[src/verilog/eeac_defines.vh]
// eeprom access control: register offsets, fields, reset values, timing
`ifndef EEAC_DEFINES_VH
`define EEAC_DEFINES_VH

// =====================================================================
// register byte offsets
`define EEAC_ADDR_OFS      12'h000
`define EEAC_DATA_OFS      12'h004
`define EEAC_CTRL_OFS      12'h008
`define EEAC_STAT_OFS      12'h00C

// =====================================================================
// control register fields
`define EEAC_CTRL_RSTRB    0
`define EEAC_CTRL_WSTRB    1
`define EEAC_CTRL_MWE      2
`define EEAC_CTRL_RIE      3
`define EEAC_CTRL_PM_LO    4
`define EEAC_CTRL_PM_HI    5

// =====================================================================
// status register fields
`define EEAC_STAT_BUSY     0
`define EEAC_STAT_SPM      1
`define EEAC_STAT_IRQ      2

// =====================================================================
// program modes
`define EEAC_PM_ATOMIC     2'h0
`define EEAC_PM_ERASE      2'h1
`define EEAC_PM_WRITE      2'h2

// =====================================================================
// reset values
`define EEAC_DATA_RST      8'h00
`define EEAC_ADDR_RST      9'h000
`define EEAC_PM_RST        2'h0

// =====================================================================
// timing counts
`define EEAC_ARM_CYCLES    3'h4
`define EEAC_WSTALL_CYCLES 3'h2
`define EEAC_RSTALL_CYCLES 3'h4
`define EEAC_WRITE_OSC     26368
`define EEAC_WRITE_TYP_US  3300

`endif

[src/verilog/eeac_write_timer.v]
// eeprom access control: self-timed write length counter
`include "eeac_defines.vh"

module eeac_write_timer #(
    parameter CNT_W     = 15,
    parameter WRITE_OSC = `EEAC_WRITE_OSC
) (
    // clock and reset
    input  wire mclk,
    input  wire rstn,
    // oscillator tick, already synchronised
    input  wire oscTick,
    // control
    input  wire start,
    output reg  done
);

    // =================================================================
    // counter
    reg [CNT_W-1:0] cnt_q;
    reg             run_q;

    always @(posedge mclk or negedge rstn) begin
        if (!rstn) begin
            cnt_q <= {CNT_W{1'b0}};
            run_q <= 1'b0;
            done  <= 1'b0;
        end else begin
            done <= 1'b0;
            if (start) begin
                cnt_q <= {CNT_W{1'b0}};
                run_q <= 1'b1;
            end else if (run_q && oscTick) begin
                if (cnt_q == WRITE_OSC[CNT_W-1:0] - 1'b1) begin
                    run_q <= 1'b0;
                    done  <= 1'b1;
                end else begin
                    cnt_q <= cnt_q + 1'b1;
                end
            end
        end
    end

endmodule

[src/verilog/eeac_sync.v]
// eeprom access control: two-flop level synchroniser
module eeac_sync (
    // clock and reset
    input  wire mclk,
    input  wire rstn,
    // level
    input  wire din,
    output reg  dout
);

    // =================================================================
    // stages
    reg meta_q;

    always @(posedge mclk or negedge rstn) begin
        if (!rstn) begin
            meta_q <= 1'b0;
            dout   <= 1'b0;
        end else begin
            meta_q <= din;
            dout   <= meta_q;
        end
    end

endmodule

[src/verilog/eeac_top.v]
// eeprom access control: axi4-lite registers, arming, stall and timing
`include "eeac_defines.vh"

// Function
// - write starts only with master enable armed
// - strobe accepted only inside four-cycle window
// - no eeprom write during flash write
// - window expiry makes write fail
// - hardware clears write strobe when done
// - write stalls cpu two cycles
// - read strobe loads data at address
// - read stalls cpu four cycles
// - busy ignores read, blocks address change
// - write lasts 26368 oscillator cycles
// - raw pin reset aborts running write, system reset does not
// - master enable self-clears after four cycles
// - mode selects action, frozen while busy
// - ready request while strobe low, enabled
// - nine-bit linear byte address
module eeac_top #(
    parameter WRITE_OSC = `EEAC_WRITE_OSC
) (
    // clock and reset
    input  wire        mclk,
    input  wire        resetn,
    // axi4-lite write address
    input  wire        s_axi_awvalid,
    output reg         s_axi_awready,
    input  wire [11:0] s_axi_awaddr,
    // axi4-lite write data
    input  wire        s_axi_wvalid,
    output reg         s_axi_wready,
    input  wire [31:0] s_axi_wdata,
    input  wire [3:0]  s_axi_wstrb,
    // axi4-lite write response
    output reg         s_axi_bvalid,
    input  wire        s_axi_bready,
    output reg  [1:0]  s_axi_bresp,
    // axi4-lite read address
    input  wire        s_axi_arvalid,
    output reg         s_axi_arready,
    input  wire [11:0] s_axi_araddr,
    // axi4-lite read data
    output reg         s_axi_rvalid,
    input  wire        s_axi_rready,
    output reg  [31:0] s_axi_rdata,
    output reg  [1:0]  s_axi_rresp,
    // system inputs (asynchronous)
    input  wire        rcOscTick,
    input  wire        selfProgramEnable,
    input  wire        globalIrqEnable,
    // eeprom array port
    output reg  [8:0]  arrAddr,
    output reg  [7:0]  arrWdata,
    output reg  [1:0]  arrMode,
    output reg         arrProgram,
    input  wire [7:0]  arrRdata,
    // cpu side
    output reg         cpuStall,
    output reg         readyIrq
);

    // =================================================================
    // reset release
    reg rstMeta_q;
    reg rstn;

    always @(posedge mclk or negedge resetn) begin
        if (!resetn) begin
            rstMeta_q <= 1'b0;
            rstn      <= 1'b0;
        end else begin
            rstMeta_q <= 1'b1;
            rstn      <= rstMeta_q;
        end
    end

    // =================================================================
    // input synchronisers
    wire oscLvl;
    wire spmBusy;
    wire gie;
    reg  oscLvl_q;

    eeac_sync uSyncOsc (
        .mclk (mclk),
        .rstn (rstn),
        .din  (rcOscTick),
        .dout (oscLvl)
    );
    eeac_sync uSyncSpm (
        .mclk (mclk),
        .rstn (rstn),
        .din  (selfProgramEnable),
        .dout (spmBusy)
    );
    eeac_sync uSyncGie (
        .mclk (mclk),
        .rstn (rstn),
        .din  (globalIrqEnable),
        .dout (gie)
    );

    // oscillator edge seen only after both sync flops
    always @(posedge mclk or negedge rstn) begin
        if (!rstn) oscLvl_q <= 1'b0;
        else       oscLvl_q <= oscLvl;
    end
    wire oscTick = oscLvl & ~oscLvl_q;

    // =================================================================
    // axi4-lite handshake
    reg  [11:0] awAddr_q;
    reg  [31:0] wData_q;
    reg  [3:0]  wStrb_q;
    reg         awHave_q;
    reg         wHave_q;
    wire        wrFire = awHave_q & wHave_q & ~s_axi_bvalid;

    always @(posedge mclk or negedge rstn) begin
        if (!rstn) begin
            s_axi_awready <= 1'b1;
            s_axi_wready  <= 1'b1;
            s_axi_bvalid  <= 1'b0;
            s_axi_bresp   <= 2'h0;
            awAddr_q      <= 12'h000;
            wData_q       <= 32'h00000000;
            wStrb_q       <= 4'h0;
            awHave_q      <= 1'b0;
            wHave_q       <= 1'b0;
        end else begin
            if (s_axi_awvalid && s_axi_awready) begin
                awAddr_q      <= s_axi_awaddr;
                awHave_q      <= 1'b1;
                s_axi_awready <= 1'b0;
            end
            if (s_axi_wvalid && s_axi_wready) begin
                wData_q      <= s_axi_wdata;
                wStrb_q      <= s_axi_wstrb;
                wHave_q      <= 1'b1;
                s_axi_wready <= 1'b0;
            end
            if (wrFire) begin
                awHave_q     <= 1'b0;
                wHave_q      <= 1'b0;
                s_axi_bvalid <= 1'b1;
                s_axi_bresp  <= (awAddr_q[11:4] == 8'h00 &&
                                 awAddr_q[1:0] == 2'h0) ? 2'h0 : 2'h2;
            end
            if (s_axi_bvalid && s_axi_bready) begin
                s_axi_bvalid  <= 1'b0;
                s_axi_awready <= 1'b1;
                s_axi_wready  <= 1'b1;
            end
        end
    end

    wire       wrAddr = wrFire && (awAddr_q == `EEAC_ADDR_OFS);
    wire       wrData = wrFire && (awAddr_q == `EEAC_DATA_OFS) && wStrb_q[0];
    wire       wrCtrl = wrFire && (awAddr_q == `EEAC_CTRL_OFS) && wStrb_q[0];
    wire [7:0] wb0    = wData_q[7:0];

    // =================================================================
    // control state
    reg  [8:0] eeAddress_q;
    reg  [7:0] eeData_q;
    reg  [1:0] programMode_q;
    reg        readyIrqEnable_q;
    reg        masterWriteEnable_q;
    reg  [2:0] armCnt_q;
    reg        writeStrobe_q;
    reg  [2:0] stallCnt_q;
    reg        timerStart;
    wire       timerDone;

    wire wantWrite = wrCtrl && wb0[`EEAC_CTRL_WSTRB];
    wire goWrite   = wantWrite && masterWriteEnable_q && !writeStrobe_q &&
                     !spmBusy;
    wire goRead    = wrCtrl && wb0[`EEAC_CTRL_RSTRB] && !writeStrobe_q &&
                     !goWrite;

    // reset clears the arming and config bits but never a running write
    always @(posedge mclk or negedge rstn) begin
        if (!rstn) begin
            eeData_q            <= `EEAC_DATA_RST;
            readyIrqEnable_q    <= 1'b0;
            masterWriteEnable_q <= 1'b0;
            armCnt_q            <= 3'h0;
            stallCnt_q          <= 3'h0;
            timerStart          <= 1'b0;
        end else begin
            timerStart <= goWrite;
            if (wrData)
                eeData_q <= wb0;
            else if (goRead)
                eeData_q <= arrRdata;
            if (wrCtrl)
                readyIrqEnable_q <= wb0[`EEAC_CTRL_RIE];
            if (wrCtrl && wb0[`EEAC_CTRL_MWE] && !wb0[`EEAC_CTRL_WSTRB]) begin
                masterWriteEnable_q <= 1'b1;
                armCnt_q            <= `EEAC_ARM_CYCLES;
            end else if (goWrite) begin
                masterWriteEnable_q <= 1'b0;
                armCnt_q            <= 3'h0;
            end else if (armCnt_q != 3'h0) begin
                armCnt_q <= armCnt_q - 3'h1;
                if (armCnt_q == 3'h1)
                    masterWriteEnable_q <= 1'b0;
            end
            if (goWrite)
                stallCnt_q <= `EEAC_WSTALL_CYCLES;
            else if (goRead)
                stallCnt_q <= `EEAC_RSTALL_CYCLES;
            else if (stallCnt_q != 3'h0)
                stallCnt_q <= stallCnt_q - 3'h1;
        end
    end

    // =================================================================
    // write busy state, kept across the system reset
    // only the raw pin reset clears these, except the mode, which the system reset also clears while no write runs
    always @(posedge mclk or negedge resetn) begin
        if (!resetn) begin
            writeStrobe_q <= 1'b0;
            eeAddress_q   <= `EEAC_ADDR_RST;
            programMode_q <= `EEAC_PM_RST;
        end else if (!rstn) begin
            if (!writeStrobe_q)
                programMode_q <= `EEAC_PM_RST;
        end else begin
            if (goWrite)
                writeStrobe_q <= 1'b1;
            else if (timerDone)
                writeStrobe_q <= 1'b0;
            if (wrAddr && !writeStrobe_q && wStrb_q[0])
                eeAddress_q[7:0] <= wData_q[7:0];
            if (wrAddr && !writeStrobe_q && wStrb_q[1])
                eeAddress_q[8] <= wData_q[8];
            if (wrCtrl && !writeStrobe_q)
                programMode_q <= wb0[`EEAC_CTRL_PM_HI:`EEAC_CTRL_PM_LO];
        end
    end

    // timer also runs on the raw reset so a write survives
    eeac_write_timer #(
        .CNT_W     (15),
        .WRITE_OSC (WRITE_OSC)
    ) uTimer (
        .mclk    (mclk),
        .rstn    (resetn),
        .oscTick (oscTick),
        .start   (timerStart),
        .done    (timerDone)
    );

    // =================================================================
    // outputs
    always @(posedge mclk or negedge resetn) begin
        if (!resetn) begin
            arrAddr    <= 9'h000;
            arrWdata   <= 8'h00;
            arrMode    <= 2'h0;
            arrProgram <= 1'b0;
            cpuStall   <= 1'b0;
            readyIrq   <= 1'b0;
        end else begin
            arrAddr    <= eeAddress_q;
            if (goWrite) begin
                arrWdata <= eeData_q;
                arrMode  <= programMode_q;
            end
            arrProgram <= writeStrobe_q;
            cpuStall   <= goWrite | goRead | (stallCnt_q > 3'h1);
            readyIrq   <= readyIrqEnable_q & gie & ~writeStrobe_q &
                          ~goWrite & ~spmBusy;
        end
    end

    // =================================================================
    // axi4-lite read
    always @(posedge mclk or negedge rstn) begin
        if (!rstn) begin
            s_axi_arready <= 1'b1;
            s_axi_rvalid  <= 1'b0;
            s_axi_rdata   <= 32'h00000000;
            s_axi_rresp   <= 2'h0;
        end else if (s_axi_arvalid && s_axi_arready) begin
            s_axi_arready <= 1'b0;
            s_axi_rvalid  <= 1'b1;
            s_axi_rresp   <= 2'h0;
            case (s_axi_araddr)
                `EEAC_ADDR_OFS: s_axi_rdata <= {23'h000000, eeAddress_q};
                `EEAC_DATA_OFS: s_axi_rdata <= {24'h000000, eeData_q};
                `EEAC_CTRL_OFS: s_axi_rdata <= {26'h0000000, programMode_q,
                    readyIrqEnable_q, masterWriteEnable_q, writeStrobe_q,
                    1'b0};
                `EEAC_STAT_OFS: s_axi_rdata <= {29'h00000000, readyIrq,
                    spmBusy, writeStrobe_q};
                default: begin
                    s_axi_rdata <= 32'h00000000;
                    s_axi_rresp <= 2'h2;
                end
            endcase
        end else if (s_axi_rvalid && s_axi_rready) begin
            s_axi_rvalid  <= 1'b0;
            s_axi_arready <= 1'b1;
        end
    end

endmodule

[config.mk]
export PLATFORM = sky130hd
export DESIGN_NAME = eeac_top
export DESIGN_NICKNAME = d
export VERILOG_FILES = /design/src/verilog/eeac_write_timer.v /design/src/verilog/eeac_sync.v /design/src/verilog/eeac_top.v
export VERILOG_INCLUDE_DIRS = /design/src /design/src/verilog
export SDC_FILE = /design/constraint.sdc
export NUM_CORES = 1
export LEC_CHECK = 0
export BUFFER_PORTS_ARGS = -buffer_cell sky130_fd_sc_hd__buf_4
export CORE_ASPECT_RATIO = 0.75
export CORE_MARGIN = 2
export CORE_UTILIZATION = 35
export CTS_BUF_LIST = sky130_fd_sc_hd__clkbuf_4 sky130_fd_sc_hd__clkbuf_8 sky130_fd_sc_hd__clkbuf_16
export DETAILED_ROUTE_END_ITERATION = 7
export MAX_ROUTING_LAYER = met4
export SYNTH_ARGS = -nofsm -noshare
export SYNTH_HDL_FRONTEND = slang
export SYNTH_SLANG_ARGS = --single-unit
[constraint.sdc]
create_clock -name mclk -period 2.4 [get_ports mclk]
set_clock_uncertainty 0.15 [all_clocks]
set_input_delay 0.36 -clock mclk [delete_from_list [all_inputs] [get_ports mclk]]
set_output_delay 0.36 -clock mclk [all_outputs]
set_load 0.01 [all_outputs]
==> results.py, run 1 <==
metrics = {
    "floorplanning": {
        "core_sq_um": 14500,
        "ios": 141,
        "die-area_sq_um": 15900,
        "die_y_um": 110,
        "start_util_pct": 35.9,
        "die_x_um": 145,
        "rows": 38,
    },
    "logic_synthesis": {
        "yosys.area_share.adder_pct": 1.68,
        "synth_edf_count": 0,
        "synth_seq_cells": 118,
        "avgSynthCellArea_sq_um": 11.4,
        "synthXorXnorAreaFrac_pct": 2.35,
        "yosys_warnings": 0,
        "synth_top_family_by_area": "simple AND/OR/NAND/NOR gates",
        "synth.distinct_cells": 50,
        "synth_mux_area_share_pct": 10.7,
        "yosysTopAreaCell": "dfrtp_1",
        "synth-simple-area-share_pct": 17.1,
        "synth_compound_area_share_pct": 5.57,
        "ys_seq_area_share_pct": 56.7,
        "async_reset_ff_share_pct": 100,
        "syn_inst": 458,
        "ys_dominant_reg_cell": "dfrtp_1",
        "synth_top_area_share_pct": 55.2,
        "netlist_area_sq_um": 5210,
        "synth.area.top_cells": "dfrtp_1 (55%), mux2_2 (7.3%), nand2_1 (4.6%)",
    },
    "min_path": {
        "whs_endpoint": "awAddr_q[1]$_DFFE_PN0P_",
        "worstHoldStart": "s_axi_awaddr[1]",
        "hold_path.class": "primary input to flop",
        "holdPathStages": 2,
    },
    "cts": {
        "postCtsSetupBuffers": 0,
        "numCtsBuffers": 17,
        "cts_tree": "yes",
        "htree_num_levels": 4,
        "cts.sinks": 118,
        "post_cts_resized": 0,
        "cts-root-buf": "clkbuf_16",
        "clkTransAtPathRegs_ns": 0.05,
        "insertion_delay_ns": 0.41,
        "cts_buffer_depth": 2,
    },
    "critical_path": {
        "crit_chain": "ha_1 > nand4_1 > nor4_4 > buf_4 > nor3_1 > xnor2_1 > nor2_1",
        "cp.arrival_ns": 2.27,
        "slowest_stage": "dfrtp_1",
        "regToRegEndpoint": "uTimer.cnt_q[3]$_DFFE_PN0P_",
        "slowest_delay_ns": 0.44,
        "path_max_fanout": 15,
        "rrSetupSlack_ns": 0.28,
        "critPathKind": "flop to flop",
        "endpoint_kind": "flop",
        "critPathTopFamily": "simple AND/OR/NAND/NOR gates",
        "crit_cells": 7,
        "crit_buf_inv": 1,
        "cp.required_ns": 2.54,
        "rr_startpoint": "uTimer.cnt_q[0]$_DFFE_PN0P_",
        "cp-start-kind": "flop",
        "reg2regPathDepth": 7,
    },
    "power": {
        "p_switching_uw": 1620,
        "ir_drop_mv": 0.554,
        "p_total_uw": 6210,
        "pwr-share-seq_pct": 42.6,
        "pwr-share-clk_pct": 41.3,
        "powerDensity_nw_per_um2": 915,
        "switching_share_pct": 26.2,
        "p_int_uw": 4580,
        "power_frac_comb_pct": 16.1,
        "total_leakage_power_uw": 0.00323,
    },
    "sta": {
        "max_freq_ghz": 0.471,
        "worst_hold_slack_ns": 0.0341,
        "fin_crit_sh_pct": 88.4,
        "setup_ws_ns": 0.278,
        "hold_viol_final": 0,
        "finalSetupViolCount": 0,
        "tightest_slew_ns": 0.698,
        "period_needed_ns": 2.12,
        "slew_headroom_pct": 53.5,
        "rsz0062_at_grt": "false",
        "finalSetupTns_ns": 0,
        "finalMaxSlewViolations": 0,
    },
    "drt": {
        "drt-pass1-iter-count": 6,
        "ant_nets": 0,
        "drt_iter0_markers": 178,
        "routed_wl_um": 11900,
        "wl_per_cell_um": 15.1,
        "drc": 0,
        "via_count": 3688,
        "detail_route.vias_per_cell": 4.68,
    },
    "finish": {
        "syn_to_final_growth_pct": 30.2,
        "diodes": 0,
        "fin_nets": 661,
        "fill_cells": 1334,
        "layout-drive-gt1-share_pct": 31.8,
    },
    "grt": {
        "grtUsageTotal_pct": 16.3,
        "grt_max_degree": 54,
        "grt_pass1_vias": 3698,
        "grt_overflow": 0,
        "antenna_found_initial": 0,
        "grt_pass1_wl_um": 19300,
    },
    "placed_design": {
        "dp_slack_ns": 0.121,
        "portBuffers": 90,
        "post-dp-hpwl_um": 8650,
        "gp_congestion": 0.819,
    },
    "outcome": {
        "outcome": "complete, no violations",
    },
    "flow_run": {
        "maxCapViolations": 0,
    },
}
synthesized netlist by cell type, types with 3 or more instances:
cell type,instances
nand4_1,6
nor2_1,35
nand3_1,17
nand3b_1,4
mux2i_1,13
nor3b_1,3
buf_4,26
ha_1,7
and3_1,6
nand2_1,64
nor2b_1,3
a31o_2,3
xnor2_1,12
dfstp_2,3
nor4_1,7
o21ai_0,14
a21oi_1,12
mux2_2,34
dfrtp_1,115
nor4_4,3
inv_1,15
o31ai_1,5
nor3_1,6
clkbuf_1,9
metrics by stage:
stage	std cells	util (%)	instance area [sq um]
final	788	46.8	6790
after CTS	788	46.8	6790
after global routing	788	46.8	6790
after global placement	748	42.0	6090
after floorplan	482	-	5300
after detailed placement	748	42.0	6090
power groups by stage:
| stage | logic [uW] | clock network, uW | registers, uW |
|---|---|---|---|
| CTS | 1020 | 2610 | 2640 |
| detailed placement | 998 | 0 | 2670 |
| finish | 1000 | 2560 | 2640 |
| floorplan | 701 | 0 | 2620 |
| global placement | 946 | 0 | 2650 |
| global route | 1130 | 2710 | 2690 |
area by class of cell:
cell class,count,area [sq um],share of cell area (%)
clock buffer,22,475,7.01
tap,200,250,3.69
inverter,15,56.3,0.830
timing repair buffer,113,871,12.8
sequential,118,2960,43.6
clock inverter,9,128,1.88
multi-input combinational,311,2050,30.2
flip-flops by register name, summed over array words and instances (netlist names), 2 cells and up:
register,cells
eeData_q,8
awAddr_q,12
wStrb_q,2
armCnt_q,3
arrMode,2
wData_q,9
arrWdata,8
programMode_q,2
stallCnt_q,3
s_axi_rdata,9
arrAddr,9
eeAddress_q,9
uTimer.cnt_q,15
how the worst max path moves through the flow:
| stage | from | to | slack [ns] |
|---|---|---|---|
| after floorplan | rstn$_DFF_PN0_ | eeAddress_q[0]$_DFFE_PN0P_ | 0.06 |
| after global placement | s_axi_araddr[11] | s_axi_rdata[8]$_DFFE_PN0P_ | 0.20 |
| after detailed placement | s_axi_araddr[11] | s_axi_rdata[4]$_DFFE_PN0P_ | 0.12 |
| after CTS | uTimer.cnt_q[0]$_DFFE_PN0P_ | uTimer.cnt_q[3]$_DFFE_PN0P_ | 0.29 |
| after global routing | uTimer.cnt_q[0]$_DFFE_PN0P_ | uTimer.cnt_q[14]$_DFFE_PN0P_ | 0.10 |
| final | uTimer.cnt_q[0]$_DFFE_PN0P_ | uTimer.cnt_q[3]$_DFFE_PN0P_ | 0.28 |
what timing repair did:
item / CTS / global route
hold buffers: 9 / 0
endpoints found under the setup margin: 0 / 0
hold endpoints to repair: 61 / 0
worst register-to-register path: cells and delay by family (launching register included):
kind,cells,cell delay (ns)
simple gates,4,0.77
flops,1,0.44
buf+inv,1,0.24
fa+ha+maj,1,0.23
xor+xnor,1,0.18
kinds of logic after synthesis:
logic type / count (synthesis)
simple gates: 169
flops: 118
buf+inv: 53
mux: 49
compound gates: 46
xor+xnor: 14
fa+ha+maj: 7
other cells: 2
per-layer routing:
metal	track usage (%)	up-vias	routed length (um)
li1	-	1778	-
met1	21.9	1773	5810
met2	22.6	128	5030
met3	5.93	9	960
met4	5.94	0	89
met5	-	-	0
layout by cell type, fill, tap and decap left out, drive strengths merged, types with 2 or more instances in the layout:
cell type    netlist  layout
clkinvlp           0       3
nor2b              3       3
a31oi              2       2
xor2               2       2
dfstp              3       3
conb               2      26
a21oi             12      12
xnor2             12      12
o21ai             14      14
clkbuf             9      22
dlygate4sd3        0       9
nand3b             4       4
mux4               2       2
and4bb             2       2
nor4              10      10
nor3               8       8
o211ai             2       2
o31ai              5       5
ha                 7       7
bufinv             0       3
dfrtp            115     115
inv               15      15
nor3b              3       3
nand4              7       7
nand2             64      64
nand3             17      17
and3               6       6
buf               29     104
and3b              2       2
a22o               2       2
or2                2       2
a31o               3       3
mux2              34      34
clkinv             0       3
nor2              36      36
mux2i             13      13
(Power assumes the default switching activity.)
==> run 2, diff against run 1 <==
--- a/config.mk
+++ b/config.mk
@@ -13,6 +13,7 @@
 export CTS_BUF_LIST = sky130_fd_sc_hd__clkbuf_4 sky130_fd_sc_hd__clkbuf_8 sky130_fd_sc_hd__clkbuf_16
 export DETAILED_ROUTE_END_ITERATION = 7
 export MAX_ROUTING_LAYER = met4
+export PLACE_DENSITY = 0.57
 export SYNTH_ARGS = -nofsm -noshare
 export SYNTH_HDL_FRONTEND = slang
 export SYNTH_SLANG_ARGS = --single-unit
==> run 2 against run 1 <==
Register-to-register slack barely moved; first-iteration DRC count up 23%; sequential share of layout area is essentially flat; routed wire length fell by 0.72%; flip-flop and latch count stayed put; non-clock buffer count is 1 lower; design area barely moved; total power rose by 0.24%; hold slack got worse by 0.025 ns; utilization about the same; sequential power hardly changed; clock-buffer cell count increased by 3.
==> results.py, run 2 (synthesized netlist as in run 1, its figures left out) <==
metrics = {
    "grt": {
        "grt_overflow": 0,
        "grt_pass1_wl_um": 19400,
        "grtUsageTotal_pct": 16.2,
        "antenna_found_initial": 0,
        "grt_pass1_vias": 3794,
        "grt_max_degree": 54,
    },
    "sta": {
        "setup_ws_ns": 0.288,
        "slew_headroom_pct": 53.6,
        "max_freq_ghz": 0.474,
        "worst_hold_slack_ns": 0.00890,
        "finalSetupTns_ns": 0,
        "period_needed_ns": 2.11,
        "finalMaxSlewViolations": 0,
        "tightest_slew_ns": 0.696,
        "fin_crit_sh_pct": 88.0,
        "hold_viol_final": 0,
        "rsz0062_at_grt": "false",
        "finalSetupViolCount": 0,
    },
    "cts": {
        "cts_tree": "yes",
        "insertion_delay_ns": 0.41,
        "numCtsBuffers": 17,
        "htree_num_levels": 4,
        "cts.sinks": 118,
        "cts-root-buf": "clkbuf_16",
        "post_cts_resized": 0,
        "clkTransAtPathRegs_ns": 0.05,
        "cts_buffer_depth": 2,
        "postCtsSetupBuffers": 0,
    },
    "critical_path": {
        "cp-start-kind": "flop",
        "slowest_delay_ns": 0.42,
        "rrSetupSlack_ns": 0.29,
        "crit_chain": "ha_1 > nand4_1 > nor4_4 > buf_4 > nor3_1 > xnor2_1 > nor2_1",
        "endpoint_kind": "flop",
        "slowest_stage": "dfrtp_1",
        "cp.required_ns": 2.54,
        "reg2regPathDepth": 7,
        "path_max_fanout": 14,
        "rr_startpoint": "uTimer.cnt_q[0]$_DFFE_PN0P_",
        "cp.arrival_ns": 2.25,
        "regToRegEndpoint": "uTimer.cnt_q[4]$_DFFE_PN0P_",
        "critPathKind": "flop to flop",
    },
    "drt": {
        "via_count": 3712,
        "routed_wl_um": 11800,
        "detail_route.vias_per_cell": 4.71,
        "drt_iter0_markers": 219,
        "ant_nets": 0,
        "drc": 0,
        "drt-pass1-iter-count": 4,
        "wl_per_cell_um": 15.0,
    },
    "finish": {
        "final_cell_mix": "dfrtp_1 (114), buf_4 (104), nand2_1 (64)",
        "mostFrequentLayoutCell": "dfrtp_1",
        "syn_to_final_growth_pct": 30.3,
        "fill_cells": 1327,
        "largest_register_ffs": 15,
        "fin_nets": 660,
        "regMostFlops": "uTimer.cnt_q",
        "reg_top3": "uTimer.cnt_q x15, awAddr_q x12",
        "layout-drive-gt1-share_pct": 32.0,
        "diodes": 0,
        "multiInputGateArea_sq_um": 2050,
        "area.sequential_sq_um": 2960,
    },
    "min_path": {
        "worstHoldStart": "s_axi_bready",
        "whs_endpoint": "s_axi_bvalid$_DFFE_PN0P_",
        "holdPathStages": 2,
        "hold_path.class": "primary input to flop",
    },
    "power": {
        "p_total_uw": 6220,
        "total_leakage_power_uw": 0.00324,
        "powerDensity_nw_per_um2": 916,
        "ir_drop_mv": 0.506,
    },
    "outcome": {
        "outcome": "complete, no violations",
    },
    "floorplanning": {
        "rows": 38,
        "die_x_um": 145,
        "start_util_pct": 35.9,
        "die-area_sq_um": 15900,
        "ios": 141,
        "core_sq_um": 14500,
        "die_y_um": 110,
    },
    "placed_design": {
        "portBuffers": 90,
        "post-dp-hpwl_um": 8560,
        "dp_slack_ns": 0.203,
        "gp_congestion": 0.783,
    },
    "flow_run": {
        "maxCapViolations": 0,
    },
}
[run 2: cell types whose count changed in the layout (fill, tap and decap cells not counted)]
cell           before  now
clkbuf_4            3    1
dlygate4sd3_1       9    8
clkinvlp_4          3    2
clkbuf_8            2    7
bufinv_16           3    2
[run 2: how the worst max path moves through the flow]
stage                                           start                           to  slack (ns)
after floorplan                        rstn$_DFF_PN0_   eeAddress_q[0]$_DFFE_PN0P_        0.06
after global placement               s_axi_araddr[11]   s_axi_rdata[8]$_DFFE_PN0P_        0.23
after detailed placement             s_axi_araddr[11]   s_axi_rdata[8]$_DFFE_PN0P_        0.20
after CTS                 uTimer.cnt_q[0]$_DFFE_PN0P_  uTimer.cnt_q[4]$_DFFE_PN0P_        0.26
after global routing      uTimer.cnt_q[0]$_DFFE_PN0P_  uTimer.cnt_q[3]$_DFFE_PN0P_        0.12
final                     uTimer.cnt_q[0]$_DFFE_PN0P_  uTimer.cnt_q[4]$_DFFE_PN0P_        0.29
[run 2: report_power, final]
group	switching, uW	internal (uW)	total [uW]	leakage (uW)
Sequential	304	2340	2640	0.00150
Combinational	465	536	1000	0.00144
Clock	851	1730	2580	0.000305
Total	1620	4600	6220	0.00324
[run 2: metrics by stage]
stage | instances | cell area, sq um | util (%)
2_1_floorplan | 482 | 5300 | -
3_5_place_dp | 748 | 6090 | 42.0
4_1_cts | 788 | 6790 | 46.8
5_1_grt | 788 | 6790 | 46.8
6_report | 788 | 6790 | 46.8
3_3_place_gp | 748 | 6090 | 42.0
[run 2: cell type report]
class / count / area share (%)
tap: 200 / 3.68
sequential: 118 / 43.6
clock buffer: 25 / 7.79
multi-input combinational: 311 / 30.1
timing repair buffer: 112 / 12.7
inverter: 15 / 0.829
clock inverter: 7 / 1.33
[run 2: metal layers]
layer / part of all wire (%) / vias up / global-route usage [%]
met5: 0 / - / -
li1: - / 1771 / -
met1: 50 / 1818 / 22.9
met2: 43 / 121 / 21.9
met3: 6.7 / 2 / 5.68
met4: 0.34 / 0 / 4.67
[run 2: worst max-delay path: cells and delay by family, from the launching register on]
kind / cells / cell delay (ns)
simple gates: 4 / 0.77
flops: 1 / 0.42
buf+inv: 1 / 0.24
xor+xnor: 1 / 0.19
fa+ha+maj: 1 / 0.23
[run 2: what timing repair did]
action                                  in CTS  in global routing
endpoints found under the setup margin       0                  0
hold buffers                                 8                  0
hold endpoints to repair                    60                  0
